==> config.mk <==
export PLATFORM = sky130hd
export DESIGN_NAME = dcc_top
export DESIGN_NICKNAME = d
export VERILOG_FILES = /design/src/design/dcc_pkg.sv /design/src/design/dcc_clk_div.sv /design/src/design/dcc_top.sv
export SDC_FILE = /design/constraint.sdc
export NUM_CORES = 1
export LEC_CHECK = 0
export BUFFER_PORTS_ARGS = -buffer_cell sky130_fd_sc_hd__buf_2
export CAP_MARGIN = 5
export CORE_AREA = 2 2 159 161
export CTS_BUF_LIST = sky130_fd_sc_hd__clkbuf_16
export CTS_CLUSTER_DIAMETER = 150
export DETAILED_ROUTE_END_ITERATION = 8
export DIE_AREA = 0 0 161 163
export PLACE_DENSITY_LB_ADDON = 0.25
export REMOVE_ABC_BUFFERS = 1
export SLEW_MARGIN = 20
export SYNTH_ARGS = -nofsm -noshare
export SYNTH_HDL_FRONTEND = slang
export SYNTH_HIERARCHICAL = 1
export SYNTH_SLANG_ARGS = --single-unit
==> constraint.sdc <==
create_clock -name sys_clk_i -period 5 [get_ports sys_clk_i]
set_input_delay 1 -clock sys_clk_i [delete_from_list [all_inputs] [get_ports sys_clk_i]]
set_output_delay 1 -clock sys_clk_i [all_outputs]
set_load 0.005 [all_outputs]
==> src/design/dcc_pkg.sv <==
// Purpose: Shared constants for the converter channel and clock-output configuration block
// Assumes: Avalon-MM slave with 32-bit data, registers one word each, 8-bit data in low bits
// Notes: Offsets are byte addresses; index times four
package dcc_pkg;
   // Register indices and byte addresses
   localparam logic [3:0] IDX_CLK_CTRL_ZERO = 4'h0;
   localparam logic [3:0] IDX_CLK_CTRL_ONE = 4'h1;
   localparam logic [3:0] IDX_CONV_CTRL_FIRST = 4'h2;
   localparam logic [3:0] IDX_POWER_BASE = 4'h3;
   localparam logic [3:0] IDX_ATTEN_BASE = 4'h8;
   localparam logic [7:0] ADDR_CLK_CTRL_ZERO = 8'h00;
   localparam logic [7:0] ADDR_CLK_CTRL_ONE = 8'h04;
   localparam logic [7:0] ADDR_CONV_CTRL_FIRST = 8'h08;
   localparam logic [7:0] ADDR_POWER_BASE = 8'h0c;
   localparam logic [7:0] ADDR_ATTEN_BASE = 8'h20;
   localparam logic [7:0] ADDR_STATUS = 8'h50;
   localparam logic [7:0] ADDR_CLK_DIV = 8'h54;
   localparam int NUM_CHAN = 12;
   localparam int NUM_POWER_REGS = 3;
   // Field positions
   localparam int FS_LSB = 1;
   localparam int CLKOUT_SEL_LSB = 4;
   localparam int GLOBAL_PWR_LSB = 6;
   localparam int CM_OFF_BIT = 0;
   localparam int TDM_BIT = 3;
   // Reset values
   localparam logic [7:0] RST_CLK_CTRL_ZERO = 8'h00;
   localparam logic [7:0] RST_CLK_CTRL_ONE = 8'h20;
   localparam logic [7:0] RST_CONV_CTRL_FIRST = 8'h00;
   localparam logic [7:0] RST_POWER = 8'h00;
   localparam logic [7:0] RST_ATTEN = 8'h00;
   // Band codes
   localparam logic [1:0] FS_BAND_48 = 2'h0;
   localparam logic [1:0] FS_BAND_96 = 2'h1;
   localparam logic [1:0] FS_BAND_192 = 2'h2;
   localparam logic [1:0] FS_BAND_192_LL = 2'h3;
   // Oversampling ratios per band
   localparam logic [8:0] OSR_48 = 9'h100;
   localparam logic [8:0] OSR_96 = 9'h080;
   localparam logic [8:0] OSR_192 = 9'h040;
   // Clock-output select codes
   localparam logic [1:0] CLKOUT_LOW_BAND = 2'h0;
   localparam logic [1:0] CLKOUT_HIGH_BAND = 2'h1;
   localparam logic [1:0] CLKOUT_BUFFERED = 2'h2;
   localparam logic [1:0] CLKOUT_OFF = 2'h3;
   // Power levels
   localparam logic [1:0] PWR_BEST = 2'h0;
   localparam logic [1:0] PWR_GOOD = 2'h1;
   localparam logic [1:0] PWR_LOWER = 2'h2;
   localparam logic [1:0] PWR_LOWEST = 2'h3;
   // Attenuation step in millidecibel
   localparam int ATTEN_STEP_MDB = 375;
   // Output windows in kHz for the low-jitter settings
   localparam int LOW_BAND_MIN_KHZ = 4000;
   localparam int LOW_BAND_MAX_KHZ = 6000;
   localparam int HIGH_BAND_MIN_KHZ = 8000;
   localparam int HIGH_BAND_MAX_KHZ = 12000;
   localparam logic [7:0] DIV_MAX = 8'h0c;
   // Operating mode
   typedef enum logic [1:0] {
      MODE_RESET = 2'b00,
      MODE_PROGRAM = 2'b01,
      MODE_STANDALONE = 2'b11
   } dcc_mode_type;
endpackage : dcc_pkg

==> src/design/dcc_clk_div.sv <==
// Purpose: Integer divider for the clock-output pin, producing a divided clock level
// Assumes: Divide ratio of at least two (one or zero holds the output low), changes take effect in the next cycle
// Notes: Output is a registered level, high for half the ratio rounded down in every period of ratio cycles
`timescale 1ns/100ps
module dcc_clk_div
   import dcc_pkg::*;
(
   // Clock and reset
   input wire logic sys_clk_i,
   input wire logic rst_n_i,
   // Control
   input wire logic [7:0] ratio_i,
   input wire logic enable_i,
   // Output
   output logic clk_o
);
   typedef struct packed {
      logic [7:0] cnt;
      logic out;
   } dcc_div_state_type;

   dcc_div_state_type st_q, st_d;

   // Count master clocks, high for the first half of each period
   always_comb begin
      st_d = st_q;
      if (!enable_i || ratio_i <= 8'h01) begin
         st_d.cnt = 8'h00;
         st_d.out = 1'b0;
      end else begin
         if (st_q.cnt >= ratio_i - 8'h01) begin
            st_d.cnt = 8'h00;
         end else begin
            st_d.cnt = st_q.cnt + 8'h01;
         end
         st_d.out = (st_d.cnt < (ratio_i >> 1));
      end
   end

   // State register
   always_ff @(posedge sys_clk_i or negedge rst_n_i) begin
      if (!rst_n_i) begin
         st_q <= '0;
      end else begin
         st_q <= st_d;
      end
   end

   assign clk_o = st_q.out;
endmodule // dcc_clk_div

==> src/design/dcc_top.sv <==
// Purpose: Channel, filter band, power level and clock-output configuration of a 12-channel DAC
// Assumes: sys_clk_i stands for the master clock input; Avalon-MM slave with waitrequest
// Notes: Analog paths are represented by the configuration outputs they would steer
//
// The Avalon-MM register port was left to the implementer.
`timescale 1ns/100ps
module dcc_top
   import dcc_pkg::*;
#(
   parameter int MCLK_KHZ = 12288
)
(
   // Clock and reset
   input wire logic sys_clk_i,
   input wire logic rst_n_i,
   // Avalon-MM slave
   input wire logic [7:0] avs_address_i,
   input wire logic avs_read_i,
   input wire logic avs_write_i,
   input wire logic [31:0] avs_writedata_i,
   input wire logic [3:0] avs_byteenable_i,
   output logic [31:0] avs_readdata_o,
   output logic avs_waitrequest_o,
   output logic [1:0] avs_response_o,
   // Mode strap
   input wire logic standalone_select_i,
   input wire logic standalone_slave_i,
   input wire logic standalone_tdm_i,
   // Serial clock pins, two-way
   input wire logic frame_clock_pin_i,
   output logic frame_clock_pin_o,
   output logic frame_clock_pin_oe_o,
   input wire logic bit_clock_pin_i,
   output logic bit_clock_pin_o,
   output logic bit_clock_pin_oe_o,
   // Clock output pin
   output logic clock_output_pin_o,
   // Converter configuration
   output logic [8:0] osr_o,
   output logic low_latency_o,
   output logic [2:0] mclk_ratio_shift_o,
   output logic tdm_mode_o,
   output logic [3:0] data_lines_used_o,
   output logic [NUM_CHAN*8-1:0] atten_o,
   output logic [NUM_CHAN*2-1:0] power_level_o,
   output logic common_mode_ref_en_o
);
   typedef struct packed {
      dcc_mode_type mode;
      logic [7:0] clk_ctrl_zero;
      logic [7:0] clk_ctrl_one;
      logic [7:0] conv_ctrl;
      logic [NUM_POWER_REGS*8-1:0] power;
      logic [NUM_CHAN*8-1:0] atten;
      logic ack;
      logic [31:0] rdata;
      logic [1:0] resp;
      logic [8:0] osr;
      logic [NUM_CHAN*2-1:0] plevel;
      logic [7:0] div;
      logic fclk;
      logic bclk;
   } dcc_state_type;

   dcc_state_type st_q, st_d;
   logic req;
   logic [5:0] word_idx;
   logic [7:0] wbyte;
   logic [1:0] band;
   logic [1:0] glob_pwr;
   logic [1:0] clk_sel;
   logic [7:0] div_ratio;
   logic div_clk;
   logic [NUM_CHAN*2-1:0] plevel_d;

   assign req = avs_read_i | avs_write_i;
   assign word_idx = avs_address_i[7:2];
   assign wbyte = avs_writedata_i[7:0];
   assign band = st_q.conv_ctrl[FS_LSB +: 2];
   assign glob_pwr = st_q.clk_ctrl_one[GLOBAL_PWR_LSB +: 2];
   assign clk_sel = st_q.clk_ctrl_one[CLKOUT_SEL_LSB +: 2];

   // Divide ratio picks the smallest integer landing below the window top
   function automatic logic [7:0] pick_div(input int max_khz);
      logic [7:0] r;
      r = DIV_MAX;
      for (int k = int'(DIV_MAX); k >= 1; k--) begin
         if ((MCLK_KHZ + k - 1) / k <= max_khz) begin
            r = 8'(k);
         end
      end
      return r;
   endfunction

   // Integer division for the low-jitter clock-output settings
   always_comb begin
      div_ratio = 8'h01;
      case (clk_sel)
         CLKOUT_LOW_BAND: div_ratio = pick_div(LOW_BAND_MAX_KHZ);
         CLKOUT_HIGH_BAND: div_ratio = pick_div(HIGH_BAND_MAX_KHZ);
         default: div_ratio = 8'h01;
      endcase
   end

   // Per-channel power level with the global override
   genvar ch;
   generate
      for (ch = 0; ch < NUM_CHAN; ch++) begin : g_pwr
         // Four channels share one power register, two bits each at 7:6, 5:4, 3:2, 1:0
         localparam int REG = ch / 4;
         localparam int POS = 6 - 2 * (ch % 4);
         // Global level wins whenever it is not the best-performance code
         assign plevel_d[ch*2 +: 2] = (glob_pwr != PWR_BEST) ? glob_pwr
                                      : st_q.power[REG*8 + POS +: 2];
      end
   endgenerate

   // Register file, mode capture and derived configuration
   always_comb begin
      st_d = st_q;
      st_d.ack = 1'b0;
      st_d.plevel = plevel_d;
      // Mode chosen once at the first clock after reset release
      if (st_q.mode == MODE_RESET) begin
         if (standalone_select_i) begin
            st_d.mode = MODE_STANDALONE;
            st_d.conv_ctrl[TDM_BIT] = standalone_tdm_i;
         end else begin
            st_d.mode = MODE_PROGRAM;
         end
      end
      // Oversampling ratio by band
      case (band)
         FS_BAND_48: st_d.osr = OSR_48;
         FS_BAND_96: st_d.osr = OSR_96;
         default: st_d.osr = OSR_192;
      endcase
      // Serial clocks generated continuously; driven onto the pins only when standalone master
      st_d.div = st_q.div + 8'h01;
      st_d.bclk = st_q.div[1];
      st_d.fclk = st_q.div[7];
      // Bus access answered one cycle after the request
      if (req && !st_q.ack) begin
         st_d.ack = 1'b1;
         st_d.resp = 2'h0;
         st_d.rdata = 32'h0;
         case (avs_address_i)
            ADDR_CLK_CTRL_ZERO: st_d.rdata = {24'h0, st_q.clk_ctrl_zero};
            ADDR_CLK_CTRL_ONE: st_d.rdata = {24'h0, st_q.clk_ctrl_one};
            ADDR_CONV_CTRL_FIRST: st_d.rdata = {24'h0, st_q.conv_ctrl};
            ADDR_STATUS: st_d.rdata = {21'h0, st_q.osr, st_q.mode};
            ADDR_CLK_DIV: st_d.rdata = {24'h0, div_ratio};
            default: begin
               if (word_idx >= 6'(IDX_POWER_BASE)
                   && word_idx < 6'(IDX_POWER_BASE) + 6'(NUM_POWER_REGS)) begin
                  st_d.rdata = {24'h0, st_q.power[(word_idx - 6'(IDX_POWER_BASE)) * 8 +: 8]};
               end else if (word_idx >= 6'(IDX_ATTEN_BASE)
                            && word_idx < 6'(IDX_ATTEN_BASE) + 6'(NUM_CHAN)) begin
                  st_d.rdata = {24'h0, st_q.atten[(word_idx - 6'(IDX_ATTEN_BASE)) * 8 +: 8]};
               end else begin
                  st_d.resp = 2'h2;
               end
            end
         endcase
         if (avs_write_i && avs_byteenable_i[0] && st_q.mode == MODE_PROGRAM) begin
            case (avs_address_i)
               ADDR_CLK_CTRL_ZERO: st_d.clk_ctrl_zero = wbyte;
               ADDR_CLK_CTRL_ONE: st_d.clk_ctrl_one = wbyte;
               ADDR_CONV_CTRL_FIRST: st_d.conv_ctrl = wbyte;
               default: begin
                  if (word_idx >= 6'(IDX_POWER_BASE)
                      && word_idx < 6'(IDX_POWER_BASE) + 6'(NUM_POWER_REGS)) begin
                     st_d.power[(word_idx - 6'(IDX_POWER_BASE)) * 8 +: 8] = wbyte;
                  end else if (word_idx >= 6'(IDX_ATTEN_BASE)
                               && word_idx < 6'(IDX_ATTEN_BASE) + 6'(NUM_CHAN)) begin
                     st_d.atten[(word_idx - 6'(IDX_ATTEN_BASE)) * 8 +: 8] = wbyte;
                  end
               end
            endcase
         end
      end
   end

   // State register
   always_ff @(posedge sys_clk_i or negedge rst_n_i) begin
      if (!rst_n_i) begin
         st_q <= '0;
         st_q.mode <= MODE_RESET;
         st_q.clk_ctrl_zero <= RST_CLK_CTRL_ZERO;
         st_q.clk_ctrl_one <= RST_CLK_CTRL_ONE;
         st_q.conv_ctrl <= RST_CONV_CTRL_FIRST;
         st_q.power <= {NUM_POWER_REGS{RST_POWER}};
         st_q.atten <= {NUM_CHAN{RST_ATTEN}};
         st_q.osr <= OSR_48;
      end else begin
         st_q <= st_d;
      end
   end

   // Divider for the low-jitter clock output
   dcc_clk_div u_div (
      .sys_clk_i(sys_clk_i),
      .rst_n_i(rst_n_i),
      .ratio_i(div_ratio),
      .enable_i(clk_sel == CLKOUT_LOW_BAND || clk_sel == CLKOUT_HIGH_BAND),
      .clk_o(div_clk)
   );

   // Clock output mux
   always_comb begin
      case (clk_sel)
         CLKOUT_BUFFERED: clock_output_pin_o = sys_clk_i;
         CLKOUT_OFF: clock_output_pin_o = 1'b0;
         default: clock_output_pin_o = div_clk;
      endcase
   end

   // Serial port direction: slave unless standalone master strap
   always_comb begin
      frame_clock_pin_oe_o = (st_q.mode == MODE_STANDALONE) && !standalone_slave_i;
      bit_clock_pin_oe_o = frame_clock_pin_oe_o;
   end
   assign frame_clock_pin_o = st_q.fclk;
   assign bit_clock_pin_o = st_q.bclk;

   // Bus answer
   assign avs_waitrequest_o = req & ~st_q.ack;
   assign avs_readdata_o = st_q.rdata;
   assign avs_response_o = st_q.resp;

   // Configuration outputs
   assign osr_o = st_q.osr;
   assign low_latency_o = (band == FS_BAND_192_LL);
   assign mclk_ratio_shift_o = (band == FS_BAND_48) ? 3'h0 :
                               (band == FS_BAND_96) ? 3'h1 : 3'h2;
   assign tdm_mode_o = st_q.conv_ctrl[TDM_BIT];
   assign data_lines_used_o = st_q.conv_ctrl[TDM_BIT] ? 4'h1 : 4'h6;
   assign atten_o = st_q.atten;
   assign power_level_o = st_q.plevel;
   assign common_mode_ref_en_o = ~st_q.clk_ctrl_one[CM_OFF_BIT];
endmodule // dcc_top

## After elaboration in Yosys (flattened, before gate mapping)

Cells that the tools add are included.

- Register bits after elaboration: 233
- Latch bits: 0
- Memory bits (writable): 0
- Memories: 0
- Logic and storage cells: 116
- Input port bits: 53
- Output and inout bits: 179
- ROM bits: 0

- Div/mod/pow operators: 0
- Bitwise operators: 6
- Multiply operators: 0
- Shifts and indexed selects: 6
- Multiplexer cells: 39
- Reductions and logical operators: 23
- Order comparisons: 7
- Eq/ne operators: 11
- $add $sub $neg: 7

Operator list:

| operator | number |
|---|---|
| $mux 96 | 2 |
| $mux 159 | 1 |
| $mux 124 | 1 |
| $mux 120 | 1 |
| $bwmux 96 | 1 |
| $shift 8x34->96 const A | 1 |
| $shiftx 8x34->96 | 1 |
| $shiftx 96x33->8 | 1 |
| $neg 32->34 | 2 |
| $pmux 11 s5 | 1 |
| $mux 2 | 18 |
| $shift 8x34->24 const A | 1 |
| $shiftx 8x34->24 | 1 |
| $shiftx 24x33->8 | 1 |
| $mux 8 | 4 |
| $bwmux 24 | 1 |
| $mux 24 | 1 |
| $pmux 9 s2 | 1 |
| $add 8x1->8 const B | 2 |
| $eq 8x7->1 const B | 2 |
| $mux 9 | 1 |
| $reduce_and 3->1 | 3 |
| $eq 2x2->1 const B | 4 |
| $eq 8x3->1 const B | 1 |
| 30 further kinds | 46 |

## Logic depth before layout (Yosys ltp)

- Word-level depth: 9
- Gate-level depth with buffers: 18
- Depth with buffers taken out: 18

## Hierarchy

The synthesis kept the hierarchy.

Modules (own cells, without submodules):

| module | seq. area each (sq um) | cells an instance | times used | area each (sq um) |
|---|---|---|---|---|
| dcc_top | 4907.2 | 969 | 1 | 11208.2 |
| dcc_clk_div | 225.2 | 105 | 1 | 912.1 |

==> results.py <==
metrics = {
    "clocking": {
        "clkLatencyLatePin_ns": 0.62,
        "clk_pin_slew_ns": 0.06,
        "holdBufCountCts": 0,
        "cts_resized": 0,
        "cts_tree": "built",
        "cts_setup_buffers": 0,
    },
    "final_layout": {
        "multi_input_area_sq_um": 5540,
        "num_antenna_cells": 0,
        "nNetsFinal": 1224,
        "fill_cells": 2154,
        "final_common_cell": "dfrtp_1",
        "layout_common_cells": "dfrtp_1, buf_2, mux2_2",
        "area_delta_synth_final_pct": 8.40,
        "drive_gt1_share_pct": 36.6,
        "seq_area_sq_um": 5130,
    },
    "setup_path": {
        "worstPathRequired_ns": 5.49,
        "path_max_fanout": 9,
        "critPathKind": "in2reg",
        "worstPathArrival_ns": 4.57,
        "endpoint_kind": "register",
        "worstSetupStartpointType": "input pin",
    },
    "route": {
        "vias_per_cell": 5.46,
        "drt_wl_total_microns": 29100,
        "drt_iter0_drc": 556,
        "ant_nets": 0,
        "drc": 0,
        "wl_per_cell_microns": 19.7,
        "vias": 8043,
        "drt-pass1-iter-count": 5,
    },
    "sta": {
        "finalMaxSlewViolations": 0,
        "hold_viol_final": 0,
        "whs_ns": 0.405,
        "tightest_slew_ns": 0.857,
        "finClkSkew_ns": 0.0155,
        "relSlewSlack_pct": 42.4,
        "fin_crit_sh_pct": 81.4,
        "fin_crit_ns": 4.07,
        "finalSetupViolCount": 0,
        "rsz0062_at_grt": "no",
        "max_freq_ghz": 0.246,
        "final.setup.tns_ns": 0,
    },
    "floorplan": {
        "start_util_pct": 49.1,
        "die_w_microns": 161,
        "die_area_sq_um": 26200,
        "ios": 232,
        "die_h_microns": 163,
        "rows": 58,
        "core_sq_um": 24700,
    },
    "logic_synthesis": {
        "synthArstFlopShare_pct": 100,
        "yosys_warnings": 6,
        "synth.avg_cell_area_sq_um": 11.3,
        "yosysSeqAreaShare_pct": 42.3,
        "mappedNetlistArea_sq_um": 12100,
        "synth_flop_cell": "dfrtp_1",
        "synth_seq_cells": 205,
        "yosysUniqueCellTypes": 73,
        "syn_inst": 1074,
        "synth_edf_count": 0,
    },
    "power_and_ir_drop": {
        "internal_power_mw": 3.13,
        "total_power_mw": 4.22,
        "p_per_area_nw_per_um2": 321,
        "power.leakage_nw": 6.90,
        "ir_drop_uv": 215,
        "seqPwrFrac_pct": 41.7,
        "pwr-share-comb_pct": 13.5,
        "clockPowerShare_pct": 44.9,
        "switchingPower_mw": 1.09,
        "swShare_pct": 25.9,
    },
    "place": {
        "hpwl_microns": 20800,
        "io_buffers": 172,
        "gp_congestion": 0.859,
    },
    "global_routing": {
        "grt_pass1_wl_microns": 45300,
        "grt_use_total_pct": 22.3,
        "grt_overflow_total": 0,
        "grt_pass1_vias": 7942,
        "antenna_found_initial": 1,
        "grt_max_degree": 108,
    },
    "job": {
        "drv_cap": 0,
    },
    "worst_hold_path": {
        "min_path_type": "reg2reg",
    },
    "run_status": {
        "outcome": "complete, no violations",
    },
}
worst max-delay path, cell delays in order:
cell and delay, ns:
buf_2 0.19, inv_1 0.11, ha_1 0.25, nor2b_1 0.15
a311o_1 0.36, and2_1 0.20, nand4_1 0.12, ha_1 0.25
nor4b_1 0.31, nand4_1 0.17, nor4b_2 0.28, o311ai_1 0.28
nor4b_4 0.31, buf_4 0.23, mux2_2 0.35
power groups by stage:
stage          Combinational [mW]  Sequential [mW]  Clock [mW]
4_1_cts                     0.572             1.76        1.92
2_1_floorplan               0.366             1.78     0.00226
3_5_place_dp                0.569             1.79     0.00364
6_report                    0.569             1.76        1.89
5_1_grt                     0.651             1.76        1.99
3_3_place_gp                0.562             1.79     0.00364
per-stage QoR:
stage	cells	setup WS, ns	utilization, %	instance area (sq um)
final	1473	0.928	53.3	13100
after CTS	1473	0.931	53.3	13100
after detailed placement	1431	0.321	49.8	12300
after global routing	1473	0.697	53.3	13100
after global placement	1431	0.378	49.8	12300
after floorplan	908	0.245	-	10800
per-layer routing:
| metal | vias up | wire (microns) | GRT usage, % |
|---|---|---|---|
| met2 | 263 | 13100 | 34.9 |
| met1 | 4017 | 13000 | 30.9 |
| li1 | 3731 | - | - |
| met4 | 2 | 501 | 5.19 |
| met5 | - | 13 | 0 |
| met3 | 30 | 2370 | 6.32 |
Yosys cell counts (7+ instances only):
| library cell | number | area [sq um] |
|---|---|---|
| a21o_1 | 19 | 143 |
| a21oi_1 | 8 | 40.0 |
| a221o_1 | 8 | 80.1 |
| a221oi_1 | 10 | 87.6 |
| and2_1 | 18 | 113 |
| buf_2 | 8 | 40.0 |
| buf_4 | 172 | 1290 |
| clkbuf_1 | 27 | 101 |
| dfrtp_1 | 203 | 5080 |
| ha_1 | 42 | 526 |
| inv_1 | 41 | 154 |
| mux2_2 | 134 | 1510 |
| mux2i_1 | 18 | 180 |
| mux4_2 | 24 | 541 |
| nand2_1 | 52 | 195 |
| nand3_1 | 15 | 75.1 |
| nand4_1 | 14 | 87.6 |
| nand4_2 | 7 | 87.6 |
| nor2_1 | 47 | 176 |
| nor2b_1 | 22 | 138 |
| nor3_1 | 18 | 90.1 |
| o21ai_0 | 24 | 120 |
| xnor2_1 | 22 | 193 |
worst paths after layout:
check | start | end | slack (ns) | depth (start not counted)
min in group asynchronous | rst_n_i | st_q[223]$_DFFE_PN0N_ | 0.48 | 1
max in group asynchronous | rst_n_i | asynchronous set/reset pin | 3.43 | 2
worst min-delay path | st_d[1]$_DFF_PN0_ | frame_clock_pin_o$_DFF_PN0_ | 0.41 | 0
worst max register to register | clk_sel[1]$_DFFE_PN1P_ | u_div/clk_o$_DFF_PN0_ | 1.03 | 18
worst max-delay path | avs_address_i[6] | register | 0.93 | 15
worst min register to register | st_d[1]$_DFF_PN0_ | frame_clock_pin_o$_DFF_PN0_ | 0.41 | 0
cell type report:
cell class	instances	area share (%)
inverter	41	1.17
tap	330	3.14
timing repair buffer	192	7.88
clock buffer	27	4.99
clock inverter	16	1.59
sequential	205	39.1
multi-input combinational	662	42.2
cells by family (layout without fill, tap and decap cells):
logic type,after synthesis,in the layout,synth area share [%]
buffers and inverters,253,276,13.4
multiplexers,178,178,18.6
adder cells (fa/ha/maj),42,42,4.34
flip-flops,205,205,42.3
XOR/XNOR,27,27,2.01
other,1,47,0.0309
AND/OR/NAND/NOR,250,250,12.1
AO/OA/AOI/OAI,118,118,7.20
Power figures use the tool's default switching activity.
